--- src/rtl/sdiioc_defs.vh ---
`ifndef SDIIOC_DEFS_VH
`define SDIIOC_DEFS_VH

// ------------------------------------------------------------
// Register offsets
// ------------------------------------------------------------
`define SDIIOC_ADDR_GENERAL_CONTROL      7'h00
`define SDIIOC_ADDR_OUTPUT_DRIVER_SETUP  7'h01

// ------------------------------------------------------------
// general_control fields
// ------------------------------------------------------------
`define SDIIOC_GC_CARRIER_BIT            7
`define SDIIOC_GC_MUTE_BIT               6
`define SDIIOC_GC_SLEEP_HI               4
`define SDIIOC_GC_SLEEP_LO               3
`define SDIIOC_GC_EXT_REACH_BIT          2
`define SDIIOC_GC_MUTE_RST               1'b0
`define SDIIOC_GC_SLEEP_RST              2'h1
`define SDIIOC_GC_EXT_REACH_RST          1'b0

// ------------------------------------------------------------
// Sleep mode codes
// ------------------------------------------------------------
`define SDIIOC_SLEEP_NEVER               2'h0
`define SDIIOC_SLEEP_AUTO                2'h1
`define SDIIOC_SLEEP_FORCE               2'h2

// ------------------------------------------------------------
// output_driver_setup fields
// ------------------------------------------------------------
`define SDIIOC_OD_SWING_HI               7
`define SDIIOC_OD_SWING_LO               5
`define SDIIOC_OD_CML_HI                 4
`define SDIIOC_OD_CML_LO                 2
`define SDIIOC_OD_SWING_RST              3'h3
`define SDIIOC_OD_CML_RST                3'h1

// ------------------------------------------------------------
// Serial frame
// ------------------------------------------------------------
`define SDIIOC_HDR_BITS                  5'h08
`define SDIIOC_FRAME_BITS                5'h10
`define SDIIOC_RD_DATA_NONE              8'h00

`endif

--- src/rtl/sdiioc_sync.v ---
`timescale 1ns/1ps

// ------------------------------------------------------------
// Two-stage synchroniser, one chain per bit
// ------------------------------------------------------------
module sdiioc_sync #(
  parameter W       = 9,
  parameter RST_VAL = 9'h000
) (
  input  wire         i_mclk,
  input  wire         i_sys_rst,
  input  wire [W-1:0] i_async,
  output wire [W-1:0] o_sync
);

  reg [W-1:0] stage1;
  reg [W-1:0] stage2;

  genvar gi;
  generate
    for (gi = 0; gi < W; gi = gi + 1) begin : g_bit
      always @(posedge i_mclk) begin
        if (i_sys_rst) begin
          stage1[gi] <= RST_VAL[gi];
          stage2[gi] <= RST_VAL[gi];
        end else begin
          stage1[gi] <= i_async[gi];
          stage2[gi] <= stage1[gi];
        end
      end
    end
  endgenerate

  assign o_sync = stage2;

endmodule // sdiioc_sync

--- src/rtl/sdiioc_regs.v ---
`timescale 1ns/1ps
`include "sdiioc_defs.vh"

module sdiioc_regs (
  input  wire       i_mclk,
  input  wire       i_sys_rst,
  input  wire       i_spi_en,
  input  wire       i_spi_sck,
  input  wire       i_spi_ss_n,
  input  wire       i_spi_mosi,
  output reg        o_spi_miso,
  output reg        o_spi_miso_oe,
  input  wire       i_carrier_detect,
  input  wire       i_edge_rate_select,
  input  wire       i_edge_rate_select_drv,
  input  wire       i_line_drv_en,
  input  wire       i_line_drv_en_drv,
  output reg        o_slow_edge,
  output reg        o_cable_drv_on,
  output reg        o_eq_powered,
  output reg        o_eq_mute,
  output reg        o_eq_ext_reach,
  output reg  [2:0] o_output_swing_level,
  output reg  [2:0] o_common_mode_level
);

  // ------------------------------------------------------------
  // Pin synchronisation
  // ------------------------------------------------------------
  wire [8:0] pins_sync;
  wire       spi_en_s;
  wire       sck_s;
  wire       ss_n_s;
  wire       mosi_s;
  wire       carrier_s;
  wire       edge_sel_s;
  wire       edge_drv_s;
  wire       txen_s;
  wire       txen_drv_s;

  sdiioc_sync #(
    .W       (9),
    .RST_VAL (9'h004)
  ) u_sync (
    .i_mclk    (i_mclk),
    .i_sys_rst (i_sys_rst),
    .i_async   ({i_line_drv_en_drv, i_line_drv_en, i_edge_rate_select_drv,
                 i_edge_rate_select, i_carrier_detect, i_spi_mosi,
                 i_spi_ss_n, i_spi_sck, i_spi_en}),
    .o_sync    (pins_sync)
  );

  assign spi_en_s   = pins_sync[0];
  assign sck_s      = pins_sync[1];
  assign ss_n_s     = pins_sync[2];
  assign mosi_s     = pins_sync[3];
  assign carrier_s  = pins_sync[4];
  assign edge_sel_s = pins_sync[5];
  assign edge_drv_s = pins_sync[6];
  assign txen_s     = pins_sync[7];
  assign txen_drv_s = pins_sync[8];

  // ------------------------------------------------------------
  // Register state
  // ------------------------------------------------------------
  reg        mute;
  reg  [1:0] sleep_mode;
  reg        ext_reach;
  reg  [2:0] swing;
  reg  [2:0] cml;

  wire [7:0] gc_read;
  wire [7:0] od_read;

  assign gc_read = {carrier_s, mute, 1'b0, sleep_mode, ext_reach, 2'b00};
  assign od_read = {swing, cml, 2'b00};

  // ------------------------------------------------------------
  // Serial port
  // ------------------------------------------------------------
  reg        sck_d;
  reg        mosi_d;
  reg  [4:0] bit_cnt;
  reg  [6:0] shift_in;
  reg  [6:0] frame_addr;
  reg        frame_read;
  reg  [7:0] shift_out;
  reg  [7:0] next_rd_data;
  reg        wr_stb;
  reg  [7:0] wr_data;

  wire       sck_rise;
  wire       sck_fall;
  wire       active;
  wire [7:0] rx_byte;

  assign active   = spi_en_s & ~ss_n_s;
  assign sck_rise = active & sck_s & ~sck_d;
  assign sck_fall = active & ~sck_s & sck_d;
  // Data bit from before the edge; host may change it right at the edge
  assign rx_byte  = {shift_in, mosi_d};

  always @* begin
    case (rx_byte[6:0])
      `SDIIOC_ADDR_GENERAL_CONTROL:     next_rd_data = gc_read;
      `SDIIOC_ADDR_OUTPUT_DRIVER_SETUP: next_rd_data = od_read;
      default:                          next_rd_data = `SDIIOC_RD_DATA_NONE;
    endcase
  end

  always @(posedge i_mclk) begin
    if (i_sys_rst) begin
      sck_d         <= 1'b0;
      mosi_d        <= 1'b0;
      bit_cnt       <= 5'h00;
      shift_in      <= 7'h00;
      frame_addr    <= 7'h00;
      frame_read    <= 1'b0;
      shift_out     <= 8'h00;
      wr_stb        <= 1'b0;
      wr_data       <= 8'h00;
      o_spi_miso    <= 1'b0;
      o_spi_miso_oe <= 1'b0;
    end else begin
      sck_d  <= sck_s;
      mosi_d <= mosi_s;
      wr_stb <= 1'b0;
      if (!active) begin
        bit_cnt       <= 5'h00;
        frame_read    <= 1'b0;
        o_spi_miso_oe <= 1'b0;
      end else begin
        if (sck_rise && bit_cnt < `SDIIOC_FRAME_BITS) begin
          shift_in <= rx_byte[6:0];
          bit_cnt  <= bit_cnt + 5'h01;
          if (bit_cnt == `SDIIOC_HDR_BITS - 5'h01) begin
            frame_read <= rx_byte[7];
            frame_addr <= rx_byte[6:0];
            if (rx_byte[7]) begin
              shift_out <= next_rd_data;
            end
          end
          if (bit_cnt == `SDIIOC_FRAME_BITS - 5'h01 && !frame_read) begin
            wr_stb  <= 1'b1;
            wr_data <= rx_byte;
          end
        end
        if (sck_fall && frame_read && bit_cnt >= `SDIIOC_HDR_BITS) begin
          o_spi_miso    <= shift_out[7];
          o_spi_miso_oe <= 1'b1;
          shift_out     <= {shift_out[6:0], 1'b0};
        end
      end
    end
  end

  // ------------------------------------------------------------
  // Register writes
  // ------------------------------------------------------------
  always @(posedge i_mclk) begin
    if (i_sys_rst) begin
      mute       <= `SDIIOC_GC_MUTE_RST;
      sleep_mode <= `SDIIOC_GC_SLEEP_RST;
      ext_reach  <= `SDIIOC_GC_EXT_REACH_RST;
      swing      <= `SDIIOC_OD_SWING_RST;
      cml        <= `SDIIOC_OD_CML_RST;
    end else if (wr_stb) begin
      if (frame_addr == `SDIIOC_ADDR_GENERAL_CONTROL) begin
        // Carrier bit and reserved bits are dropped
        mute       <= wr_data[`SDIIOC_GC_MUTE_BIT];
        sleep_mode <= wr_data[`SDIIOC_GC_SLEEP_HI:`SDIIOC_GC_SLEEP_LO];
        ext_reach  <= wr_data[`SDIIOC_GC_EXT_REACH_BIT];
      end
      if (frame_addr == `SDIIOC_ADDR_OUTPUT_DRIVER_SETUP) begin
        swing <= wr_data[`SDIIOC_OD_SWING_HI:`SDIIOC_OD_SWING_LO];
        cml   <= wr_data[`SDIIOC_OD_CML_HI:`SDIIOC_OD_CML_LO];
      end
    end
  end

  // ------------------------------------------------------------
  // Equalizer and driver controls
  // ------------------------------------------------------------
  reg next_powered;

  always @* begin
    case (sleep_mode)
      `SDIIOC_SLEEP_NEVER: next_powered = 1'b1;
      `SDIIOC_SLEEP_AUTO:  next_powered = carrier_s;
      `SDIIOC_SLEEP_FORCE: next_powered = 1'b0;
      default:             next_powered = carrier_s;
    endcase
  end

  always @(posedge i_mclk) begin
    if (i_sys_rst) begin
      o_slow_edge          <= 1'b0;
      o_cable_drv_on       <= 1'b1;
      o_eq_powered         <= 1'b0;
      o_eq_mute            <= 1'b0;
      o_eq_ext_reach       <= 1'b0;
      o_output_swing_level <= `SDIIOC_OD_SWING_RST;
      o_common_mode_level  <= `SDIIOC_OD_CML_RST;
    end else begin
      o_slow_edge          <= edge_drv_s & edge_sel_s;
      o_cable_drv_on       <= ~txen_drv_s | txen_s;
      o_eq_powered         <= next_powered;
      o_eq_mute            <= next_powered & mute;
      o_eq_ext_reach       <= ext_reach;
      o_output_swing_level <= swing;
      o_common_mode_level  <= cml;
    end
  end

endmodule // sdiioc_regs

--- config.mk ---
export PLATFORM = sky130hd
export DESIGN_NAME = sdiioc_regs
export DESIGN_NICKNAME = d
export VERILOG_FILES = /design/src/rtl/sdiioc_sync.v /design/src/rtl/sdiioc_regs.v
export VERILOG_INCLUDE_DIRS = /design/src /design/src/rtl
export SDC_FILE = /design/constraint.sdc
export NUM_CORES = 1
export LEC_CHECK = 0
export ABC_AREA = 0
export BUFFER_PORTS_ARGS = -buffer_cell sky130_fd_sc_hd__buf_2
export CAP_MARGIN = 20
export CORE_ASPECT_RATIO = 2
export CORE_MARGIN = 2
export CORE_UTILIZATION = 40
export CTS_CLUSTER_SIZE = 8
export DETAILED_ROUTE_END_ITERATION = 10
export PLACE_DENSITY = 0.62
export SETUP_SLACK_MARGIN = 0.2
export SLEW_MARGIN = 20
export SYNTH_ARGS = -nofsm -noshare
export SYNTH_HDL_FRONTEND = slang
export SYNTH_SLANG_ARGS = --single-unit
--- constraint.sdc ---
create_clock -name i_mclk -period 2.05 [get_ports i_mclk]
set_input_delay 0.1025 -clock i_mclk [delete_from_list [all_inputs] [get_ports i_mclk]]
set_output_delay 0.1025 -clock i_mclk [all_outputs]
set_load 0.01 [all_outputs]
==> tab_implementation.tex <==
\begin{tabular}{lr}
\hline
Metric & Value \\
\hline
\multicolumn{2}{l}{\textbf{Status}} \\
\quad Run status & finished, final reports clean \\
\multicolumn{2}{l}{\textbf{Timing}} \\
\quad Post-Route Setup TNS & 0 ps \\
\quad Max-Slew Margin vs Limit & 68.3\% \\
\quad Max Clock Skew & 6.93 ps \\
\quad Final number of setup-violating endpoints & 0 \\
\quad Worst hold margin & 211 ps \\
\quad Slew at the pin closest to its max-slew limit & 475 ps \\
\quad Hold Vio Cnt, Final & 0 \\
\quad Pins over their slew limit & 0 \\
\quad Crit path setup slack, layout & 324 ps \\
\quad Minimum period implied by the final worst setup slack & 1730 ps \\
\quad Post-route fraction of the period consumed by the critical path & 84.2\% \\
\quad Maximum frequency from static timing analysis & 579 MHz \\
\quad Setup repair after global routing missed its margin & no \\
\multicolumn{2}{l}{\textbf{Power}} \\
\quad Maximum ir drop on the vdd rail & 0.651 mV \\
\quad Leakage dissipation & 1.38 nW \\
\quad Switching power as a share of total power & 18.4\% \\
\quad Part of the power in the clock network & 51.9\% \\
\quad Total internal power & 0.00267 W \\
\quad Power spent charging and discharging nets & 0.000602 W \\
\quad Seq pwr share & 46.0\% \\
\quad Power share of the combinational group & 2.1\% \\
\quad Pwr Density & 962 nW/um\^{}2 \\
\quad Overall power consumption & 0.00327 W \\
\multicolumn{2}{l}{\textbf{Yosys}} \\
\quad Ys async rst share & 0\% \\
\quad Simple-gate portion of the synthesized area & 23.6\% \\
\quad Fraction of synthesized cell area in xor and xnor cells & 0.973\% \\
\quad Combinational family with the most area after synthesis & simple AND/OR/NAND/NOR gates \\
\quad Synthesized-area fraction occupied by ao, oa, aoi and oai cells & 5.98\% \\
\quad Number of flops mapped to enable cells by yosys & 0 \\
\quad Mapped Nets & 277 \\
\quad Post-synthesis share of cell area spent on full adders, half adders and majority gates & 0.927\% \\
\quad Sequential area share after synthesis & 56.3\% \\
\quad Post-synthesis average cell area & 10.2 sq um \\
\quad Post-Synthesis Cells & 264 \\
\quad Seq cells post-synth & 76 \\
\quad Multiplexer fraction of the synthesized cell area & 10.1\% \\
\quad Post-synthesis instance area & 2700 sq um \\
\quad Distinct cell type count after synthesis & 35 \\
\quad Top flip-flop cell by instance count after synthesis & sky130\_fd\_sc\_hd\_\_dfxtp\_1 \\
\quad Number of warning messages in the yosys log & 0 \\
\multicolumn{2}{l}{\textbf{Setup path}} \\
\quad Required time reported for the critical path endpoint & 2270 ps \\
\quad Largest stage delay, worst path & 600 ps \\
\quad Minimum setup slack among reg-to-reg paths & 320 ps \\
\quad Arrival time of data at the critical path endpoint & 1940 ps \\
\quad Cell count of the worst reg-to-reg path & 4 \\
\quad Cell-by-cell listing of the critical path & nand2b\_1 -> or4\_4 -> and2\_4 -> a2111oi\_2 \\
\quad Crit path launch type & flip-flop \\
\quad RR Startpoint & u\_sync.o\_sync[2]\$\_SDFF\_PP1\_ \\
\quad Biggest fanout along the worst timing path & 10 \\
\quad Endpoint of the lowest-slack register-to-register path & shift\_out[5]\$\_SDFFE\_PP0P\_ \\
\quad Crit path kind & flip-flop to flip-flop \\
\quad Cell with the largest stage delay on the worst path & sky130\_fd\_sc\_hd\_\_or4\_4 \\
\quad Type of element capturing the critical path & flip-flop \\
\multicolumn{2}{l}{\textbf{Route}} \\
\quad DRC marker count from the first detailed-route iteration & 109 \\
\quad Average wire per cell in the routed design & 13.1 microns \\
\quad Post-detailed-route via-to-cell ratio & 4.81 \\
\quad Routed vias & 1,913 \\
\quad Sum of routed wire length over all layers & 5230 microns \\
\quad Antenna Violating Nets Remaining & 0 \\
\quad Router iterations before antenna repair & 4 \\
\quad Residual DRC count & 0 \\
\multicolumn{2}{l}{\textbf{GRT}} \\
\quad Global-route wire length before repair & 8830 microns \\
\quad Via count of the first global-routing pass & 1,922 \\
\quad Maximum number of pins on one net before global-route repair & 48 \\
\quad All-layer global routing usage & 16.5\% \\
\quad Residual overflow from global routing & 0 \\
\quad Antenna violations before repair & 0 \\
\multicolumn{2}{l}{\textbf{Finish}} \\
\quad Fraction of layout instances using a drive strength above 1 & 20.3\% \\
\quad Total number of nets in the final design & 318 \\
\quad Count of filler cells inserted in the layout & 608 \\
\quad Area overhead of the layout relative to synthesis & 25.9\% \\
\quad Diode insertion count for antenna repair & 0 \\
\multicolumn{2}{l}{\textbf{Worst hold path}} \\
\quad WHS Path Cells & 2 \\
\quad Beginning of the worst hold path & i\_sys\_rst \\
\quad Hold/Removal Path Class & primary input to flip-flop \\
\quad End point of the most critical hold path & swing[2]\$\_SDFFE\_PP0P\_ \\
\multicolumn{2}{l}{\textbf{Clock tree}} \\
\quad Clock buffers created by TritonCTS & 9 \\
\quad Post-CTS setup buffers & 0 \\
\quad Root buffer selected by CTS & sky130\_fd\_sc\_hd\_\_clkbuf\_16 \\
\quad CTS H-tree depth & 3 \\
\quad Clock-pin slew on the worst setup and hold paths & 60 ps \\
\quad Maximum count of clock buffers along a single path & 2 \\
\quad Later-pin clock latency in the skew report & 330 ps \\
\quad TritonCTS clock tree & built \\
\quad Total clock sinks & 76 \\
\multicolumn{2}{l}{\textbf{Floorplanning}} \\
\quad Starting Density & 41.1\% \\
\quad Die height & 120 microns \\
\quad I/O Pins & 24 \\
\quad DIE AREA & 7460 sq um \\
\quad Chip width & 62.1 microns \\
\quad Standard-cell row count & 42 \\
\quad Area of the placeable core & 6570 sq um \\
\multicolumn{2}{l}{\textbf{Placed design}} \\
\quad Pre-CTS setup slack & 178 ps \\
\quad DP Wirelength & 3590 microns \\
\quad Routability congestion estimate & 0.807 \\
\quad Port Buf Inserts & 23 \\
\multicolumn{2}{l}{\textbf{Job}} \\
\quad Number of max-cap violations & 0 \\
\hline
\end{tabular}
## cells in the mapped netlist, drive strengths merged, types with 2 or more instances
master / n / area share (%)
nor2: 32 / 4.4
clkbuf: 10 / 1.4
nand2: 14 / 1.9
mux2i: 26 / 9.6
dfxtp: 76 / 56
or2: 6 / 1.4
o211ai: 4 / 1.1
nand4: 2 / 0.46
ha: 2 / 0.93
nand3: 5 / 0.93
or3b: 2 / 0.65
nor2b: 25 / 5.8
nand3b: 3 / 0.83
nand2b: 4 / 0.93
or4: 2 / 0.56
nor4: 2 / 0.46
a21oi: 14 / 2.6
buf: 3 / 0.46
xnor2: 2 / 0.65
nand4b: 5 / 1.6
nor3: 3 / 0.56
o21ai: 8 / 1.5
inv: 2 / 0.28
and2: 3 / 0.79
## routing by layer
layer | routed length [microns] | share of wire (%) | global-route usage, % | vias to the layer above
met5 | 0 | 0 | 0 | -
met2 | 2750 | 53 | 26.3 | 31
li1 | - | - | - | 980
met4 | 199 | 3.8 | 10.9 | 0
met1 | 2130 | 41 | 18.0 | 887
met3 | 150 | 2.9 | 4.60 | 15
## placed cells by master, fill, tap and decap left out, types with 2 or more instances in the layout
cell type | netlist | final
sky130_fd_sc_hd__o21ai_0 | 8 | 8
sky130_fd_sc_hd__mux2i_1 | 26 | 26
sky130_fd_sc_hd__nand2_1 | 14 | 14
sky130_fd_sc_hd__nor2b_1 | 25 | 25
sky130_fd_sc_hd__ha_1 | 2 | 2
sky130_fd_sc_hd__nand4b_1 | 5 | 5
sky130_fd_sc_hd__clkbuf_16 | 0 | 9
sky130_fd_sc_hd__xnor2_1 | 2 | 2
sky130_fd_sc_hd__clkbuf_1 | 10 | 2
sky130_fd_sc_hd__clkbuf_8 | 0 | 2
sky130_fd_sc_hd__and2_1 | 2 | 2
sky130_fd_sc_hd__a21oi_1 | 14 | 14
sky130_fd_sc_hd__inv_1 | 2 | 2
sky130_fd_sc_hd__buf_2 | 1 | 23
sky130_fd_sc_hd__nor3_1 | 3 | 2
sky130_fd_sc_hd__dlygate4sd3_1 | 0 | 9
sky130_fd_sc_hd__nand4_1 | 2 | 2
sky130_fd_sc_hd__dfxtp_1 | 76 | 76
sky130_fd_sc_hd__nor4_1 | 2 | 2
sky130_fd_sc_hd__nand3_1 | 5 | 5
sky130_fd_sc_hd__buf_4 | 0 | 10
sky130_fd_sc_hd__or2_2 | 6 | 6
sky130_fd_sc_hd__or3b_2 | 2 | 2
sky130_fd_sc_hd__nand3b_1 | 3 | 3
sky130_fd_sc_hd__bufinv_16 | 0 | 2
sky130_fd_sc_hd__nand2b_1 | 4 | 4
sky130_fd_sc_hd__nor2_1 | 32 | 32
sky130_fd_sc_hd__o211ai_1 | 4 | 4
## timing repair
| item | CTS | global route |
|---|---|---|
| gates resized for setup | 1 | 1 |
| hold endpoints to repair | 9 | 0 |
| hold buffers | 9 | 0 |
| cloned | 0 | 0 |
| setup endpoints to repair | 1 | 3 |
## power by group through the flow
stage          Clock (W)  Sequential (W)  Combinational, W
6_report         0.00170         0.00150         0.0000690
5_1_grt          0.00180         0.00150         0.0000754
4_1_cts          0.00174         0.00150         0.0000696
3_5_place_dp           0         0.00154         0.0000562
3_3_place_gp           0         0.00154         0.0000558
2_1_floorplan          0         0.00153         0.0000380
## stage by stage
stage,instances,area [sq um],utilization [%]
final,398,3400,51.7
after global routing,398,3400,51.7
after CTS,398,3390,51.7
after detailed placement,373,2970,45.2
after global placement,373,2970,45.2
after floorplan,264,2700,-
## worst max-delay path: cells and delay by family, from the launching register on
family          cells  cell delay [ps]
flops               1              310
compound gates      1              360
simple gates        3              950
## worst max path at each step
stage / start / endpoint / slack, ps / depth (start not counted)
after global placement: u_sync.o_sync[2]$_SDFF_PP1_ / shift_out[5]$_SDFFE_PP0P_ / 250 / 4
after floorplan: u_sync.o_sync[2]$_SDFF_PP1_ / shift_out[5]$_SDFFE_PP0P_ / 410 / 5
after CTS: shift_in[0]$_SDFFE_PP0P_ / shift_out[5]$_SDFFE_PP0P_ / 260 / 4
after detailed placement: u_sync.o_sync[2]$_SDFF_PP1_ / shift_out[5]$_SDFFE_PP0P_ / 180 / 4
final: u_sync.o_sync[2]$_SDFF_PP1_ / shift_out[5]$_SDFFE_PP0P_ / 320 / 4
after global routing: bit_cnt[0]$_SDFFE_PP0P_ / bit_cnt[4]$_SDFFE_PP0P_ / 260 / 5
## kinds of logic after synthesis
kind of cell,count (synthesis)
compound gates,28
xor+xnor,3
fa+ha+maj,2
buf+inv,15
flops,76
mux,27
simple gates,113
## sequential cells by signal (all words and copies together) (netlist names), 5 cells and up
name	cells
u_sync.o_sync	9
u_sync.stage1	9
frame_addr	7
shift_in	7
shift_out	6
wr_data	6
bit_cnt	5
## cell type report
| type | count | area (sq um) | share of cell area, % |
|---|---|---|---|
| Clock buffer | 13 | 260 | 7.66 |
| Timing Repair Buffer | 43 | 300 | 8.84 |
| Clock inverter | 3 | 68.8 | 2.03 |
| Tap cell | 88 | 110 | 3.24 |
| Inverter | 2 | 7.51 | 0.221 |
| Sequential cell | 76 | 1520 | 44.8 |
| Multi-Input combinational cell | 173 | 1130 | 33.2 |
Power figures use the tool's default switching activity.
